$ cat config.mk
export PLATFORM = sky130hd
export DESIGN_NAME = dtc_top
export DESIGN_NICKNAME = d
export VERILOG_FILES = /design/src/inc/dtc_pkg.sv /design/src/hdl/dtc_top.sv /design/src/hdl/dtc_edge.sv /design/src/hdl/dtc_axil.sv
export SDC_FILE = /design/constraint.sdc
export NUM_CORES = 1
export LEC_CHECK = 0
export ABC_AREA = 0
export BUFFER_PORTS_ARGS = -buffer_cell sky130_fd_sc_hd__buf_2
export CAP_MARGIN = 30
export CORE_AREA = 2 2 115 162
export CTS_CLUSTER_DIAMETER = 50
export DETAILED_ROUTE_END_ITERATION = 8
export DIE_AREA = 0 0 117 164
export GPL_TIMING_DRIVEN = 0
export PLACE_DENSITY = 0.68
export SLEW_MARGIN = 5
export SYNTH_ARGS = -nofsm -noshare
export SYNTH_HDL_FRONTEND = slang
export SYNTH_SLANG_ARGS = --single-unit
$ cat constraint.sdc
create_clock -name aclk -period 3.67 [get_ports aclk]
set_input_delay 0.734 -clock aclk [delete_from_list [all_inputs] [get_ports aclk]]
set_output_delay 0.734 -clock aclk [all_outputs]
set_load 0.01 [all_outputs]
$ cat src/inc/dtc_pkg.sv
// Constants, mode codes and signal carriers of the dual timer/counter block.
// Assumes the register bus addresses each register by index times four.
package dtc_pkg;

  // ----------------------------------------
  // Timing
  // ----------------------------------------
  // One machine cycle is twelve clock periods (600 ns at 20 MHz)
  localparam int unsigned MC_CLKS = 12;
  localparam logic [3:0] MC_LAST = 4'(MC_CLKS - 1);

  // ----------------------------------------
  // Register bus
  // ----------------------------------------
  localparam int unsigned ADDR_W = 12;
  localparam int unsigned IDX_LSB = 2;
  localparam int unsigned IDX_W = 8;
  localparam logic [1:0] RESP_OKAY = 2'h0;
  localparam logic [1:0] RESP_SLVERR = 2'h2;

  // Register indices; byte address is index times four
  localparam logic [7:0] TIMER_RUN_AND_FLAGS_IDX = 8'h88;
  localparam logic [7:0] TIMER_MODE_REGISTER_IDX = 8'h89;
  localparam logic [7:0] INTERRUPT_ENABLE_ZERO_IDX = 8'ha8;
  localparam logic [7:0] CNT_LO_IDX [2] = '{8'hc0, 8'hc2};
  localparam logic [7:0] CNT_HI_IDX [2] = '{8'hc1, 8'hc3};

  // ----------------------------------------
  // Field positions
  // ----------------------------------------
  localparam int unsigned TC_OVF1 = 7;
  localparam int unsigned TC_RUN1 = 6;
  localparam int unsigned TC_OVF0 = 5;
  localparam int unsigned TC_RUN0 = 4;
  localparam int unsigned TC_EDGE1 = 3;
  localparam int unsigned TC_TYPE1 = 2;
  localparam int unsigned TC_EDGE0 = 1;
  localparam int unsigned TC_TYPE0 = 0;
  localparam int unsigned TM_NIB_W = 4;
  localparam int unsigned TM_GATE = 3;
  localparam int unsigned TM_CSEL = 2;
  localparam int unsigned IE_ALL = 7;
  localparam int unsigned IE_TMR1 = 3;
  localparam int unsigned IE_TMR0 = 1;

  // ----------------------------------------
  // Reset values
  // ----------------------------------------
  localparam logic [7:0] TIMER_RUN_AND_FLAGS_RST = 8'h00;
  localparam logic [7:0] TIMER_MODE_REGISTER_RST = 8'h00;
  localparam logic [7:0] IEN_RST = 8'h00;
  localparam logic [15:0] CNT_RST = 16'h0000;

  // ----------------------------------------
  // Types
  // ----------------------------------------
  typedef enum logic [1:0] {
    DTC_MODE_13B = 2'h0,
    DTC_MODE_16B = 2'h1,
    DTC_MODE_8B_RELOAD = 2'h2,
    DTC_MODE_SPLIT = 2'h3
  } dtc_mode_t;

  typedef struct packed {
    logic external_irq_input_one;
    logic external_irq_input_zero;
    logic count_input_one;
    logic count_input_zero;
  } dtc_pins_t;

  typedef struct packed {
    logic tmr1;
    logic tmr0;
    logic ext1;
    logic ext0;
  } dtc_irq_t;

  typedef struct packed {
    logic en;
    logic [7:0] idx;
    logic [7:0] data;
  } dtc_wr_t;

endpackage : dtc_pkg

$ cat src/hdl/dtc_top.sv
// Dual timer/counter with run/flag, mode and enable registers on AXI4-Lite.
// Assumes count and gate pins are synchronous to aclk and that the
// interrupt controller pulses the acknowledge inputs when it services a flag.
//
// Notes on behaviour
// - Timer mode counts once per machine cycle of twelve clocks.
// - Counter mode counts falling input edges, seen over two machine cycles.
// - Counting needs run bit set and gate off or gate pin high.
// - Mode 0 counts high byte plus low five bits, overflow on rollover.
// - Mode 1 is mode 0 with all sixteen bits.
// - Mode 2 counts low byte; overflow sets flag and reloads from high byte.
// - The reload never modifies the high byte.
// - Timer 1 in mode 3 holds its count as if stopped.
// - Timer 0 mode 3: low byte is 8-bit counter with timer 0 controls.
// - Timer 0 mode 3: high byte times machine cycles, run 1, flag 1.
// - Then timer 1 starts/stops via its mode 3 and raises no own flag.
// - Timer 1 overflow sets flag bit 7; software or service clears it.
// - Timer 0 overflow sets flag bit 5; software or service clears it.
// - Clearing run bit 6 halts timer 1.
// - Clearing run bit 4 halts timer 0.
// - Bit 3 holds external irq 1 edge flag, bit 2 its type.
// - Bit 1 holds external irq 0 edge flag, bit 0 its type.
// - Timer 1 request is suppressed while enable bit 3 is zero.
// - Timer 0 request is suppressed while enable bit 1 is zero.
`timescale 1ns/10ps
module dtc_top (
  // Clock and reset
  input wire logic aclk,
  input wire logic aresetn,
  // AXI4-Lite write channels
  input wire logic [dtc_pkg::ADDR_W-1:0] awaddr,
  input wire logic [2:0] awprot,
  input wire logic awvalid,
  output logic awready,
  input wire logic [31:0] wdata,
  input wire logic [3:0] wstrb,
  input wire logic wvalid,
  output logic wready,
  output logic [1:0] bresp,
  output logic bvalid,
  input wire logic bready,
  // AXI4-Lite read channels
  input wire logic [dtc_pkg::ADDR_W-1:0] araddr,
  input wire logic [2:0] arprot,
  input wire logic arvalid,
  output logic arready,
  output logic [31:0] rdata,
  output logic [1:0] rresp,
  output logic rvalid,
  input wire logic rready,
  // User pins
  input wire dtc_pkg::dtc_pins_t pins,
  // Interrupt controller
  input wire dtc_pkg::dtc_irq_t irq_ack,
  output dtc_pkg::dtc_irq_t irq_req,
  // Timer 1 overflow strobe for a baud rate user
  output logic baud_tick
);
  import dtc_pkg::*;

  // ----------------------------------------
  // Register bus front end
  // ----------------------------------------
  dtc_wr_t wr;
  logic [7:0] wr_idx;
  logic [7:0] rd_idx;
  wire wr_hit;
  wire rd_hit;
  wire [7:0] rd_data;

  dtc_axil u_axil (
    .aclk(aclk),
    .aresetn(aresetn),
    .awaddr(awaddr),
    .awprot(awprot),
    .awvalid(awvalid),
    .awready(awready),
    .wdata(wdata),
    .wstrb(wstrb),
    .wvalid(wvalid),
    .wready(wready),
    .bresp(bresp),
    .bvalid(bvalid),
    .bready(bready),
    .araddr(araddr),
    .arprot(arprot),
    .arvalid(arvalid),
    .arready(arready),
    .rdata(rdata),
    .rresp(rresp),
    .rvalid(rvalid),
    .rready(rready),
    .wr(wr),
    .wr_idx(wr_idx),
    .wr_hit(wr_hit),
    .rd_idx(rd_idx),
    .rd_hit(rd_hit),
    .rd_data(rd_data)
  );

  // ----------------------------------------
  // Register state
  // ----------------------------------------
  logic [7:0] timer_run_and_flags_q;
  logic [7:0] timer_mode_register_q;
  logic ien_all_q, timer_one_irq_enable_q, timer_zero_irq_enable_q;
  logic [15:0] cnt_q [2];
  logic [3:0] mc_q;
  dtc_irq_t irq_q;
  logic baud_q;

  wire run_bit_one = timer_run_and_flags_q[TC_RUN1];
  wire run_bit_zero = timer_run_and_flags_q[TC_RUN0];
  wire ext_irq_type_one = timer_run_and_flags_q[TC_TYPE1];
  wire ext_irq_type_zero = timer_run_and_flags_q[TC_TYPE0];
  wire ovf_flag_one = timer_run_and_flags_q[TC_OVF1];
  wire ovf_flag_zero = timer_run_and_flags_q[TC_OVF0];
  wire ext_irq_edge_flag_one = timer_run_and_flags_q[TC_EDGE1];
  wire ext_irq_edge_flag_zero = timer_run_and_flags_q[TC_EDGE0];

  // ----------------------------------------
  // Write decode
  // ----------------------------------------
  wire wr_timer_run_and_flags = wr.en & (wr.idx == TIMER_RUN_AND_FLAGS_IDX);
  wire wr_timer_mode_register = wr.en & (wr.idx == TIMER_MODE_REGISTER_IDX);
  wire wr_ien = wr.en & (wr.idx == INTERRUPT_ENABLE_ZERO_IDX);
  wire cnt_idx_wr = (wr_idx == CNT_LO_IDX[0]) | (wr_idx == CNT_HI_IDX[0]) |
                    (wr_idx == CNT_LO_IDX[1]) | (wr_idx == CNT_HI_IDX[1]);
  wire cnt_idx_rd = (rd_idx == CNT_LO_IDX[0]) | (rd_idx == CNT_HI_IDX[0]) |
                    (rd_idx == CNT_LO_IDX[1]) | (rd_idx == CNT_HI_IDX[1]);
  assign wr_hit = (wr_idx == TIMER_RUN_AND_FLAGS_IDX) |
                  (wr_idx == TIMER_MODE_REGISTER_IDX) |
                  (wr_idx == INTERRUPT_ENABLE_ZERO_IDX) | cnt_idx_wr;
  assign rd_hit = (rd_idx == TIMER_RUN_AND_FLAGS_IDX) |
                  (rd_idx == TIMER_MODE_REGISTER_IDX) |
                  (rd_idx == INTERRUPT_ENABLE_ZERO_IDX) | cnt_idx_rd;

  // ----------------------------------------
  // Read selection
  // ----------------------------------------
  // Enable bits for other units are not held here and read as zero
  wire [7:0] ien_view = {ien_all_q, 3'h0, timer_one_irq_enable_q, 1'b0,
                         timer_zero_irq_enable_q, 1'b0};
  assign rd_data =
    (rd_idx == TIMER_RUN_AND_FLAGS_IDX) ? timer_run_and_flags_q :
    (rd_idx == TIMER_MODE_REGISTER_IDX) ? timer_mode_register_q :
    (rd_idx == INTERRUPT_ENABLE_ZERO_IDX) ? ien_view :
    (rd_idx == CNT_LO_IDX[0]) ? cnt_q[0][7:0] :
    (rd_idx == CNT_HI_IDX[0]) ? cnt_q[0][15:8] :
    (rd_idx == CNT_LO_IDX[1]) ? cnt_q[1][7:0] :
    (rd_idx == CNT_HI_IDX[1]) ? cnt_q[1][15:8] : 8'h00;

  // ----------------------------------------
  // Machine cycle and input edges
  // ----------------------------------------
  wire mc_tick = (mc_q == MC_LAST);
  wire [3:0] edge_pin = {pins.external_irq_input_one, pins.external_irq_input_zero,
                         pins.count_input_one, pins.count_input_zero};
  // Count inputs sample once per machine cycle; irq inputs every clock
  wire [3:0] edge_en = {1'b1, 1'b1, mc_tick, mc_tick};
  logic [3:0] edge_fall;

  for (genvar e = 0; e < 4; e++) begin : g_edge
    dtc_edge u_edge (
      .aclk(aclk),
      .aresetn(aresetn),
      .smp_en(edge_en[e]),
      .pin(edge_pin[e]),
      .fall(edge_fall[e])
    );
  end

  // ----------------------------------------
  // Count step per mode
  // ----------------------------------------
  // Returns overflow and next count; the split mode steps the low byte only
  function automatic logic [16:0] cnt_step(input dtc_mode_t m, input logic [15:0] c);
    logic [12:0] n13;
    logic [16:0] r;
    n13 = 13'({c[15:8], c[4:0]} + 13'h0001);
    r = {1'b0, c};
    unique case (m)
      DTC_MODE_13B: r = {&{c[15:8], c[4:0]}, n13[12:5], c[7:5], n13[4:0]};
      DTC_MODE_16B: r = {&c, 16'(c + 16'h0001)};
      DTC_MODE_8B_RELOAD: r = (&c[7:0]) ? {1'b1, c[15:8], c[15:8]} :
                                          {1'b0, c[15:8], 8'(c[7:0] + 8'h01)};
      DTC_MODE_SPLIT: r = {&c[7:0], c[15:8], 8'(c[7:0] + 8'h01)};
    endcase
    return r;
  endfunction : cnt_step

  // ----------------------------------------
  // Per-timer counting
  // ----------------------------------------
  wire split0 = dtc_mode_t'(timer_mode_register_q[1:0]) == DTC_MODE_SPLIT;
  wire hi0_run = split0 & run_bit_one & mc_tick;
  wire hi0_ovf = hi0_run & (&cnt_q[0][15:8]);
  wire [1:0] tr = {run_bit_one, run_bit_zero};
  wire [1:0] gin = {pins.external_irq_input_one, pins.external_irq_input_zero};
  logic [1:0] ovf;
  logic [15:0] cnt_d [2];

  for (genvar i = 0; i < 2; i++) begin : g_tmr
    wire [3:0] fld = timer_mode_register_q[TM_NIB_W*i +: TM_NIB_W];
    wire dtc_mode_t md = dtc_mode_t'(fld[1:0]);
    wire ev = fld[TM_CSEL] ? edge_fall[i] : mc_tick;
    // Timer 1 in its split mode holds exactly as with the run bit clear
    wire hold = (i == 1) && (md == DTC_MODE_SPLIT);
    wire run = tr[i] & (~fld[TM_GATE] | gin[i]) & ev & ~hold;
    wire [16:0] st = cnt_step(md, cnt_q[i]);
    wire wl = wr.en & (wr.idx == CNT_LO_IDX[i]);
    wire wh = wr.en & (wr.idx == CNT_HI_IDX[i]);
    wire [7:0] hi_hw = (i == 0 && split0) ?
                       (hi0_run ? 8'(cnt_q[i][15:8] + 8'h01) : cnt_q[i][15:8]) :
                       (run ? st[15:8] : cnt_q[i][15:8]);
    // A software write to a count byte wins over the step in that cycle
    assign cnt_d[i][7:0] = wl ? wr.data : (run ? st[7:0] : cnt_q[i][7:0]);
    assign cnt_d[i][15:8] = wh ? wr.data : hi_hw;
    assign ovf[i] = run & st[16];
  end

  // ----------------------------------------
  // Flag next values
  // ----------------------------------------
  // Hardware set wins over a software or service clear in the same cycle
  wire set1 = (ovf[1] & ~split0) | hi0_ovf;
  wire set0 = ovf[0];
  wire tf1_d = set1 | (wr_timer_run_and_flags ? wr.data[TC_OVF1] : (ovf_flag_one & ~irq_ack.tmr1));
  wire tf0_d = set0 | (wr_timer_run_and_flags ? wr.data[TC_OVF0] : (ovf_flag_zero & ~irq_ack.tmr0));
  wire tr1_d = wr_timer_run_and_flags ? wr.data[TC_RUN1] : run_bit_one;
  wire tr0_d = wr_timer_run_and_flags ? wr.data[TC_RUN0] : run_bit_zero;
  wire it1_d = wr_timer_run_and_flags ? wr.data[TC_TYPE1] : ext_irq_type_one;
  wire it0_d = wr_timer_run_and_flags ? wr.data[TC_TYPE0] : ext_irq_type_zero;
  // Level type: the flag follows the inverted pin and cannot be cleared
  wire ie1_hold = wr_timer_run_and_flags ? wr.data[TC_EDGE1] : (ext_irq_edge_flag_one & ~irq_ack.ext1);
  wire ie0_hold = wr_timer_run_and_flags ? wr.data[TC_EDGE0] : (ext_irq_edge_flag_zero & ~irq_ack.ext0);
  wire ie1_d = ext_irq_type_one ? (edge_fall[3] | ie1_hold) :
                                  ~pins.external_irq_input_one;
  wire ie0_d = ext_irq_type_zero ? (edge_fall[2] | ie0_hold) :
                                   ~pins.external_irq_input_zero;
  wire [7:0] timer_run_and_flags_d = {tf1_d, tr1_d, tf0_d, tr0_d, ie1_d, it1_d, ie0_d, it0_d};

  // ----------------------------------------
  // Registers
  // ----------------------------------------
  always_ff @(posedge aclk) begin
    if (!aresetn) begin
      timer_run_and_flags_q <= TIMER_RUN_AND_FLAGS_RST;
      timer_mode_register_q <= TIMER_MODE_REGISTER_RST;
      ien_all_q <= IEN_RST[IE_ALL];
      timer_one_irq_enable_q <= IEN_RST[IE_TMR1];
      timer_zero_irq_enable_q <= IEN_RST[IE_TMR0];
      cnt_q[0] <= CNT_RST;
      cnt_q[1] <= CNT_RST;
      mc_q <= 4'h0;
    end else begin
      timer_run_and_flags_q <= timer_run_and_flags_d;
      cnt_q[0] <= cnt_d[0];
      cnt_q[1] <= cnt_d[1];
      mc_q <= mc_tick ? 4'h0 : 4'(mc_q + 4'h1);
      if (wr_timer_mode_register) begin
        timer_mode_register_q <= wr.data;
      end
      if (wr_ien) begin
        ien_all_q <= wr.data[IE_ALL];
        timer_one_irq_enable_q <= wr.data[IE_TMR1];
        timer_zero_irq_enable_q <= wr.data[IE_TMR0];
      end
    end
  end

  // ----------------------------------------
  // Outputs
  // ----------------------------------------
  // Requests trail their flags by one clock so every output is a flop
  always_ff @(posedge aclk) begin
    if (!aresetn) begin
      irq_q <= '0;
      baud_q <= 1'b0;
    end else begin
      irq_q.tmr1 <= ovf_flag_one & timer_one_irq_enable_q & ien_all_q;
      irq_q.tmr0 <= ovf_flag_zero & timer_zero_irq_enable_q & ien_all_q;
      irq_q.ext1 <= ext_irq_edge_flag_one & ien_all_q;
      irq_q.ext0 <= ext_irq_edge_flag_zero & ien_all_q;
      baud_q <= ovf[1];
    end
  end

  assign irq_req = irq_q;
  assign baud_tick = baud_q;

endmodule : dtc_top

$ cat src/hdl/dtc_edge.sv
// Falling-edge detector sampled on an enable strobe.
// Assumes the pin is synchronous to aclk.
`timescale 1ns/10ps
module dtc_edge (
  // Clock and reset
  input wire logic aclk,
  input wire logic aresetn,
  // Sampling
  input wire logic smp_en,
  input wire logic pin,
  output logic fall
);

  logic last_q;
  logic fall_q;

  // Low reset value: a pin held low through reset gives no false edge
  always_ff @(posedge aclk) begin
    if (!aresetn) begin
      last_q <= 1'b0;
      fall_q <= 1'b0;
    end else begin
      fall_q <= smp_en & last_q & ~pin;
      if (smp_en) begin
        last_q <= pin;
      end
    end
  end

  assign fall = fall_q;

endmodule : dtc_edge

$ cat src/hdl/dtc_axil.sv
// AXI4-Lite slave front end that turns bus transfers into byte writes/reads.
// Assumes the owner decodes the index combinationally and returns hit/data.
`timescale 1ns/10ps
module dtc_axil (
  // Clock and reset
  input wire logic aclk,
  input wire logic aresetn,
  // Write channels
  input wire logic [dtc_pkg::ADDR_W-1:0] awaddr,
  input wire logic [2:0] awprot,
  input wire logic awvalid,
  output logic awready,
  input wire logic [31:0] wdata,
  input wire logic [3:0] wstrb,
  input wire logic wvalid,
  output logic wready,
  output logic [1:0] bresp,
  output logic bvalid,
  input wire logic bready,
  // Read channels
  input wire logic [dtc_pkg::ADDR_W-1:0] araddr,
  input wire logic [2:0] arprot,
  input wire logic arvalid,
  output logic arready,
  output logic [31:0] rdata,
  output logic [1:0] rresp,
  output logic rvalid,
  input wire logic rready,
  // Register side
  output dtc_pkg::dtc_wr_t wr,
  output logic [7:0] wr_idx,
  input wire logic wr_hit,
  output logic [7:0] rd_idx,
  input wire logic rd_hit,
  input wire logic [7:0] rd_data
);
  import dtc_pkg::*;

  logic aw_have_q, w_have_q, ar_have_q;
  logic aw_ok_q, ar_ok_q;
  logic [7:0] aw_idx_q, ar_idx_q, wd_q;
  logic ws_q;
  logic awready_q, wready_q, bvalid_q, arready_q, rvalid_q;
  logic [1:0] bresp_q, rresp_q;
  logic [7:0] rdata_q;
  dtc_wr_t wr_q;

  wire aw_take = awvalid & awready_q;
  wire w_take = wvalid & wready_q;
  wire ar_take = arvalid & arready_q;
  wire w_fire = aw_have_q & w_have_q & ~bvalid_q;
  wire w_good = aw_ok_q & wr_hit;
  wire r_good = ar_ok_q & rd_hit;
  // Bits above the mapped window make the access unmapped
  wire aw_ok = awaddr[ADDR_W-1:IDX_LSB+IDX_W] == '0;
  wire ar_ok = araddr[ADDR_W-1:IDX_LSB+IDX_W] == '0;

  always_ff @(posedge aclk) begin
    if (!aresetn) begin
      aw_have_q <= 1'b0;
      w_have_q <= 1'b0;
      ar_have_q <= 1'b0;
      aw_ok_q <= 1'b0;
      ar_ok_q <= 1'b0;
      aw_idx_q <= 8'h00;
      ar_idx_q <= 8'h00;
      wd_q <= 8'h00;
      ws_q <= 1'b0;
      awready_q <= 1'b1;
      wready_q <= 1'b1;
      arready_q <= 1'b1;
      bvalid_q <= 1'b0;
      rvalid_q <= 1'b0;
      bresp_q <= RESP_OKAY;
      rresp_q <= RESP_OKAY;
      rdata_q <= 8'h00;
      wr_q <= '0;
    end else begin
      wr_q.en <= 1'b0;
      if (aw_take) begin
        aw_have_q <= 1'b1;
        awready_q <= 1'b0;
        aw_ok_q <= aw_ok;
        aw_idx_q <= awaddr[IDX_LSB +: IDX_W];
      end
      if (w_take) begin
        w_have_q <= 1'b1;
        wready_q <= 1'b0;
        wd_q <= wdata[7:0];
        ws_q <= wstrb[0];
      end
      if (w_fire) begin
        // A write without lane 0 stores nothing but still answers
        wr_q.en <= w_good & ws_q;
        wr_q.idx <= aw_idx_q;
        wr_q.data <= wd_q;
        bresp_q <= w_good ? RESP_OKAY : RESP_SLVERR;
        bvalid_q <= 1'b1;
        aw_have_q <= 1'b0;
        w_have_q <= 1'b0;
      end
      if (bvalid_q && bready) begin
        bvalid_q <= 1'b0;
        awready_q <= 1'b1;
        wready_q <= 1'b1;
      end
      if (ar_take) begin
        ar_have_q <= 1'b1;
        arready_q <= 1'b0;
        ar_ok_q <= ar_ok;
        ar_idx_q <= araddr[IDX_LSB +: IDX_W];
      end
      if (ar_have_q) begin
        ar_have_q <= 1'b0;
        rvalid_q <= 1'b1;
        rdata_q <= r_good ? rd_data : 8'h00;
        rresp_q <= r_good ? RESP_OKAY : RESP_SLVERR;
      end
      if (rvalid_q && rready) begin
        rvalid_q <= 1'b0;
        arready_q <= 1'b1;
      end
    end
  end

  assign awready = awready_q;
  assign wready = wready_q;
  assign bvalid = bvalid_q;
  assign bresp = bresp_q;
  assign arready = arready_q;
  assign rvalid = rvalid_q;
  assign rresp = rresp_q;
  assign rdata = {24'h00_0000, rdata_q};
  assign wr = wr_q;
  assign wr_idx = aw_idx_q;
  assign rd_idx = ar_idx_q;

endmodule : dtc_axil

# Word level (Yosys, flattened, before mapping)
# Memories as Yosys holds them, arrays and structs flattened.
# Cells that the tools add are included.
[totals]
latchBits = 0
register_bits = 100
romBits = 0
word_cells = 210
mem_count = 1
mem_bits_rw = 32
out_inout_bits = 46
[classes]
div = 0
muxes = 37
n_eq_ne = 28
n_reduce_logical = 19
n_lt_le_gt_ge = 0
n_addsub = 8
n_mul = 0
shifts = 0
bitwise = 77
[memory_table]
columns = ["name", "depth", "word_bits", "rd", "rd_ports_with_merged_regs", "write_ports", "line", "source"]
rows = [
  ["cnt_q", 2, 16, 2, 0, 2, "dtc_top.sv:107", "logic [15:0] cnt_q [2];"],
]
[ops]
columns = ["operator", "count"]
rows = [
  ["$eq A8 B8 Y1 const B", 21],
  ["$mux W8", 18],
  ["$pmux W17 S4", 2],
  ["$and A1 B1 Y1", 42],
  ["$mux W17", 2],
  ["$add A16 B1 Y16 const B", 2],
  ["$mux W16", 2],
  ["$reduce_and A16 Y1", 2],
  ["$add A13 B1 Y13 const B", 2],
  ["$reduce_and A13 Y1", 2],
  ["$add A8 B1 Y8 const B", 3],
  ["$reduce_and A8 Y1", 3],
  ["$or A1 B1 Y1", 21],
  ["$not A1 Y1", 14],
  ["$mux W1", 11],
  ["$reduce_or A2 Y1", 5],
  ["$eq A2 B2 Y1 const B", 4],
  ["$logic_not A2 Y1", 4],
  ["$add A4 B1 Y4 const B", 1],
  ["$eq A2 B1 Y1 const B", 2],
  ["$eq A4 B4 Y1 const B", 1],
  ["$mux W2", 2],
  ["$logic_and A1 B1 Y1", 2],
  ["$reduce_and A2 Y1", 1],
]

# Longest topological paths before layout
# Gate-level depths: netlist (run 1).
[logic_depth]
depth_word = 9
depth_mapped = 9
mapped_depth_nobuf = 8

# Cells and area by module
# A second synthesis (run 1) with hierarchy kept.
[hier_totals]
hier_cells = 876
hier_area_um2 = 7454.6
[by_module_without_submodules]
columns = ["module", "area_per_inst_um2", "n_inst", "cells_per_inst"]
rows = [
  ["dtc_top", 4598.2, 1, 596],
  ["dtc_axil", 2586.2, 1, 260],
  ["dtc_edge", 67.6, 4, 5],
]

# Worst setup path before layout (run 1)
# OpenSTA, ideal clock, no wires.
[synth_timing]
path_type = "reg2reg"
from = "register mc_q[0]"
to = "memory cnt_q[1][5] (netlist: cnt_q[0][21])"
synth_period_minus_slack_ns = 2.125
required_ns = 3.535
path_stages_with_launch = 9
arrival_ns = 1.989
path_slack_ns = 1.545
path_buffers = 1
path_cell_list = "dfxtp_1 -> ha_1 -> nand3b_1 -> o21ai_1 -> nor3b_2 -> clkbuf_1 -> nand3_2 -> a221oi_1 -> nor4_2"
[synth_lines]
columns = ["element", "line", "source"]
rows = [
  ["start: declaration", "dtc_top.sv:108", "logic [3:0] mc_q;"],
  ["start signal: assignment", "dtc_top.sv:260", "mc_q <= mc_tick ? 4'h0 : 4'(mc_q + 4'h1);"],
  ["end: declaration", "dtc_top.sv:107", ""],
]

==> results.yml, run 1 <==
cells_and_area:
  layoutNonFillerInstCount: 1216
  diodes: 0
  drive_above_1_share: 0.156
  area_growth_pct: 18.6
  fillers: 1818
  utilization: 0.465
  finalNetCount: 1058
setup_path:
  crit_path_max_fanout: 10
  critPathCaptureType: "flip-flop"
  arrival_ns: 2.92
  worstSetupPathType: "flip-flop to flip-flop"
  cp-start-kind: "flip-flop"
  worstPathRequired_ns: 3.95
cts:
  cts_resized: 0
  cts_root_buffer: "clkbuf_16"
  cts_buffers: 17
  cts.sinks: 130
  path_clk_slew_ns: 0.06
  cts_tree: "built"
  insertion_delay_ns: 0.42
  cts-htree-levels: 4
  clockBufferDepth: 2
  cts_setup_buffers: 0
  cts_hold_buf: 0
detailed_routing:
  post_drt_wl_per_cell_microns: 18.2
  met2_length_mm: 11.1
  via_per_inst: 5.58
  drt-total-wl_mm: 22.1
  ant_nets: 0
  drc: 0
  met1Wirelength_mm: 8.40
  num_vias: 6790
  route.met3.wl_mm: 1.34
  drt_iter0_markers: 550
  top_layer: "met4"
  firstDrtPassIters: 6
placement:
  place.gp.congestion: 0.947
  dp_hpwl_mm: 16.5
  port_buffers: 63
  dp.cells: 1185
synth:
  yosysSeqAreaShare: 0.374
  ys.flop_type: "dfxtp_1"
  netlist_instances: 857
  synthArstFlopShare: 0
  synth-seq-cells: 130
  synth_area_leader_cell: "dfxtp_1"
  yosys_warnings: 0
  synth.most_common_cell: "dfxtp_1"
  synth_edf_count: 0
  syn_area_per_cell_sq_um: 8.13
  synth_area_leaders: "dfxtp_1 37%, nand2_1 6.1%, a21oi_1 5.3%, nor2_1 3.9%, o21ai_0 3.2%"
  ys_types: 77
  synth_area_sq_um: 6970
  synthDominantCellAreaShare: 0.374
  synth_common_cells: "130 x dfxtp_1, 114 x nand2_1, 74 x a21oi_1, 72 x nor2_1, 44 x o21ai_0"
power_and_ir_drop:
  seq_power_share: 0.438
  p_leak_nw: 3.14
  p_comb_frac: 0.058
  p_per_area_nw_per_um2: 405
  power_switching_uw: 827
  swShare: 0.247
  ir_drop_uv: 290
  p_int_mw: 2.52
  p_clk_frac: 0.504
die:
  core_sq_um: 17800
  fp.dieW_microns: 117
  start_util: 0.392
  std_cell_rows: 58
  io_pins: 127
  die-area_sq_um: 19200
  dieHeight_microns: 164
grt:
  antenna_found_initial: 0
  track_usage: 0.235
  first_global_vias: 6299
  grt_max_degree: 17
  grt_pass1_wl_mm: 34.1
  grt_overflow: 0
timing:
  rsz0062_at_grt: "false"
  fin_skew_ns: 0.0113
  holdWs_ns: 0.455
  setup_tns_ns: 0
  timing.slew.headroom: 0.348
  setup_viol: 0
  finalHoldViolations: 0
  drv_slew: 0
  worstMarginPinSlew_ns: 0.970
  fin_crit_ns: 2.64
  period_share: 0.719
  fmaxAchievable_ghz: 0.379
job:
  maxCapViolCount: 0
worst_hold_path:
  hp-class: "flip-flop to flip-flop"
outcome:
  outcome: "complete, no violations"
kinds of logic after synthesis:
logic type	count (synthesis)	synth area share
AND/OR/NAND/NOR	338	0.246
AO/OA/AOI/OAI	231	0.216
flip-flops	130	0.374
buffers and inverters	99	0.0691
multiplexers	26	0.0474
XOR/XNOR	19	0.0239
adder cells (fa/ha/maj)	13	0.0233
other	1	0.000538
power by group through the flow:
stage	Combinational, mW	Clock [mW]	Sequential (mW)
floorplan	0.126	0	1.49
global placement	0.192	0	1.50
detailed placement	0.194	0	1.50
CTS	0.195	1.70	1.47
global route	0.216	1.76	1.47
finish	0.195	1.69	1.47
worst paths after layout:
check,start,end,slack (ns),cells past startpoint
setup reg to reg,mc_q[0]$_SDFF_PP0_,cnt_q[0][21]$_SDFFE_PN0P_,1.03,8
hold / removal,g_edge[0].u_edge.last_q$_SDFFE_PN0N_,g_edge[0].u_edge.last_q$_SDFFE_PN0N_,0.45,2
setup / recovery,mc_q[0]$_SDFF_PP0_,cnt_q[0][21]$_SDFFE_PN0P_,1.03,8
hold reg to reg,g_edge[0].u_edge.last_q$_SDFFE_PN0N_,g_edge[0].u_edge.last_q$_SDFFE_PN0N_,0.45,2
flip-flops by register name, indices dropped and copies added, names as in the netlist, 4 cells and up:
signal	count
irq_req	4
mc_q	4
timer_mode_register_q	8
timer_run_and_flags_q	8
u_axil.rd_idx	8
g_edge.u_edge.last_q	4
cnt_q	32
u_axil.wr_idx	8
u_axil.rdata_q	8
u_axil.wd_q	8
g_edge.u_edge.fall	4
u_axil.wr	17
layout by cell type, fill, tap and decap left out, types with 4 or more instances in the layout:
cell       Yosys  final
nor2b_1        6      6
dfxtp_1      130    130
or3_1          4      4
a31oi_1        9      9
o21ai_1        5      5
mux4_2         5      5
nor3b_1        8      8
a21oi_1       74     74
a221oi_1      14     14
nand2b_1      11     11
xor2_1         5      5
mux2i_1       15     15
and2_1         6      6
o31ai_1        4      4
nor2_1        72     72
clkbuf_16      0     17
nand4_1       12     12
inv_1         24     24
o21ai_0       44     44
nand3_1       25     25
buf_1         10     10
conb_1         1     26
and4_1         5      5
buf_2          4     67
xnor2_1       14     14
inv_6          0      5
clkbuf_1      34     34
nor4_1         8      8
a22o_1        16     16
o22ai_1       11     11
nand2_1      114    114
ha_1          13     13
o21a_1         4      4
a22oi_1        4      4
and3_1        14     14
nor3_1        32     32
buf_4         26     26
mux2_2         6      6
a211oi_1       7      7
critical path, stage by stage, from the launching register on:
cell	delay [ns]
dfxtp_1	0.36
ha_1	0.24
nand3b_1	0.18
o21ai_1	0.28
nor3b_2	0.48
clkbuf_1	0.44
nand3_2	0.14
a221oi_1	0.29
nor4_2	0.09
through the flow:
| step | setup slack (ns) | power (mW) | instance area, sq um |
|---|---|---|---|
| final | 1.03 | 3.35 | 8260 |
| after global routing | 0.756 | 3.45 | 8260 |
| after CTS | 1.02 | 3.37 | 8260 |
| after detailed placement | 1.02 | 1.69 | 7680 |
| after global placement | 1.03 | 1.69 | 7680 |
| after floorplan | 1.55 | 1.62 | 7060 |
per-layer routing:
layer,global-route usage,vias to the layer above
li1,-,3281
met1,0.269,3130
met2,0.411,296
met3,0.0384,83
met4,0.133,0
met5,0,-
cell type report:
type,count,area (sq um),area share
Inverter,24,90.1,0.0109
Tap cell,240,300,0.0363
Clock buffer,20,467,0.0565
Timing Repair Buffer,63,315,0.0382
Sequential cell,130,2600,0.315
Multi-Input combinational cell,653,3980,0.481
Clock inverter,11,119,0.0144
Buffer,75,392,0.0474
Power figures use the tool's default switching activity.
==> run 2, diff against run 1 <==
--- a/config.mk
+++ b/config.mk
@@ -13,7 +13,7 @@
 export DETAILED_ROUTE_END_ITERATION = 8
 export DIE_AREA = 0 0 117 164
 export GPL_TIMING_DRIVEN = 0
-export PLACE_DENSITY = 0.68
+export PLACE_DENSITY = 0.7
 export SLEW_MARGIN = 5
 export SYNTH_ARGS = -nofsm -noshare
 export SYNTH_HDL_FRONTEND = slang
==> constraint.sdc (replaced) <==
create_clock -name aclk -period 2.27 [get_ports aclk]
set_input_delay 0.454 -clock aclk [delete_from_list [all_inputs] [get_ports aclk]]
set_output_delay 0.454 -clock aclk [all_outputs]
set_load 0.01 [all_outputs]
==> results.yml, run 2 (synthesis results as in run 1) <==
outcome:
  outcome: "complete, no violations"
grt:
  first_global_vias: 6619
  grt_max_degree: 17
  grt_overflow: 0
  antenna_found_initial: 0
  track_usage: 0.240
  grt_pass1_wl_mm: 35.2
detailed_routing:
  drt-total-wl_mm: 22.7
  drc: 0
  post_drt_wl_per_cell_microns: 18.7
  ant_nets: 0
  firstDrtPassIters: 5
  drt_iter0_markers: 521
  via_per_inst: 5.63
  num_vias: 6815
placement:
  place.gp.congestion: 0.966
  port_buffers: 63
  placed_area_sq_um: 7680
  dp_hpwl_mm: 16.5
  place_ws_ns: -0.454
setup_path:
  r2r-end: "cnt_q[0][16]$_SDFFE_PN0P_"
  r2r_start: "u_axil.wr[10]$_SDFFE_PN0P_"
  worstSetupPathType: "flip-flop to flip-flop"
  critPathCaptureType: "flip-flop"
  crit_path_max_fanout: 9
  max_stage_delay_ns: 0.50
  worstRegToRegCells: 7
  cp-start-kind: "flip-flop"
  arrival_ns: 2.49
  worstPathCellList: "or4b_1, buf_2, or4_4, buf_6, nand2_8, a221oi_2, a2111oi_2"
  worstPathRequired_ns: 2.58
  reg2reg_setup_slack_ns: 0.08
  slowest_stage: "or4b_1"
cells_and_area:
  drive_above_1_share: 0.193
  largest_register_ffs: 32
  multi_input_area_sq_um: 4100
  area_growth_pct: 20.0
  regMostFlops: "cnt_q"
  fillers: 1773
  seq_area_sq_um: 2610
  final_area_sq_um: 8360
  layout_commonest_cell: "dfxtp_1"
  final_cell_mix: "126 x dfxtp_1, 112 x nand2_1, 74 x a21oi_1"
  finalNetCount: 1055
  diodes: 0
cts:
  cts_buffers: 17
  cts_hold_buf: 0
  clockBufferDepth: 2
  cts.sinks: 130
  cts-htree-levels: 4
  insertion_delay_ns: 0.41
  cts_root_buffer: "clkbuf_16"
  cts_tree: "built"
  path_clk_slew_ns: 0.06
worst_hold_path:
  hp-class: "input pin to flip-flop"
  min-delay-start: "pins[0]"
  hold_depth: 2
  min_to: "g_edge[0].u_edge.fall$_SDFF_PN0_"
timing:
  timing.slew.headroom: 0.448
  setup_viol: 0
  fmaxAchievable_ghz: 0.457
  fin_skew_ns: 0.00539
  period_share: 0.964
  finalWorstSetupSlack_ns: 0.0823
  fin_crit_ns: 2.19
  drv_slew: 0
  finalHoldViolations: 0
  setup_tns_ns: 0
  worstMarginPinSlew_ns: 0.822
job:
  maxCapViolCount: 0
die:
  die-area_sq_um: 19200
  io_pins: 127
  dieHeight_microns: 164
  fp.dieW_microns: 117
  start_util: 0.392
  core_sq_um: 17800
  std_cell_rows: 58
power_and_ir_drop:
  p_leak_nw: 3.17
  p_per_area_nw_per_um2: 624
  ir_drop_uv: 414
run 2: cell types whose count changed in the layout (fill, tap and decap cells not counted), sizes merged:
cell,previous run,this run
clkbuf,54,43
buf,104,111
inv,30,24
clkinv,3,6
clkinvlp,1,3
run 2: worst max-delay path: cells and delay by family, from the launching register on:
kind	cells	cell delay (ns)
AND/OR/NAND/NOR	3	1.08
buffers and inverters	2	0.36
flip-flops	1	0.33
AO/OA/AOI/OAI	2	0.32
run 2: area by class of cell:
| class | count | share of cell area |
|---|---|---|
| Timing Repair Buffer | 70 | 0.0440 |
| Clock inverter | 10 | 0.0108 |
| Clock buffer | 19 | 0.0530 |
| Buffer | 65 | 0.0434 |
| Multi-Input combinational cell | 653 | 0.490 |
| Inverter | 24 | 0.0108 |
| Tap cell | 240 | 0.0359 |
| Sequential cell | 130 | 0.312 |
run 2: metal layers:
metal	share of wire	vias up	GRT usage
met5	0	-	0
met2	0.50	290	0.421
met3	0.062	86	0.0384
li1	-	3265	-
met4	0.050	0	0.130
met1	0.39	3174	0.274
run 2: worst max-delay path by stage:
stage	start	end	slack, ns	cells past startpoint
after floorplan	mc_q[0]$_SDFF_PP0_	cnt_q[0][21]$_SDFFE_PN0P_	0.15	8
after global placement	mc_q[0]$_SDFF_PP0_	cnt_q[0][21]$_SDFFE_PN0P_	-0.42	8
after detailed placement	mc_q[0]$_SDFF_PP0_	cnt_q[0][21]$_SDFFE_PN0P_	-0.45	8
after CTS	mc_q[0]$_SDFF_PP0_	cnt_q[0][6]$_SDFFE_PN0P_	0.007	7
after global routing	timer_mode_register_q[1]$_SDFFE_PN0P_	cnt_q[0][10]$_SDFFE_PN0P_	-0.005	9
final	u_axil.wr[10]$_SDFFE_PN0P_	cnt_q[0][16]$_SDFFE_PN0P_	0.08	7
run 2: per-stage QoR:
stage | power (mW) | hold WS (ns) | utilization | cells
final | 5.22 | 0.214 | 0.470 | 1211
after global placement | 2.73 | 0.437 | 0.432 | 1185
after global routing | 5.36 | 0.203 | 0.470 | 1211
after detailed placement | 2.74 | 0.442 | 0.432 | 1185
after CTS | 5.22 | 0.206 | 0.465 | 1214
after floorplan | 2.62 | 0.432 | - | 882
run 2: report_power, final:
group	switching, mW	internal (mW)
Combinational	0.190	0.126
Clock	1.02	1.51
Sequential	0.0407	2.33
run 2: what timing repair did:
action | in CTS | in global routing
pin swaps | 1 | 6
setup buffers | 1 | 6
endpoints found under the setup margin | 25 | 34
resized for setup | 13 | 27
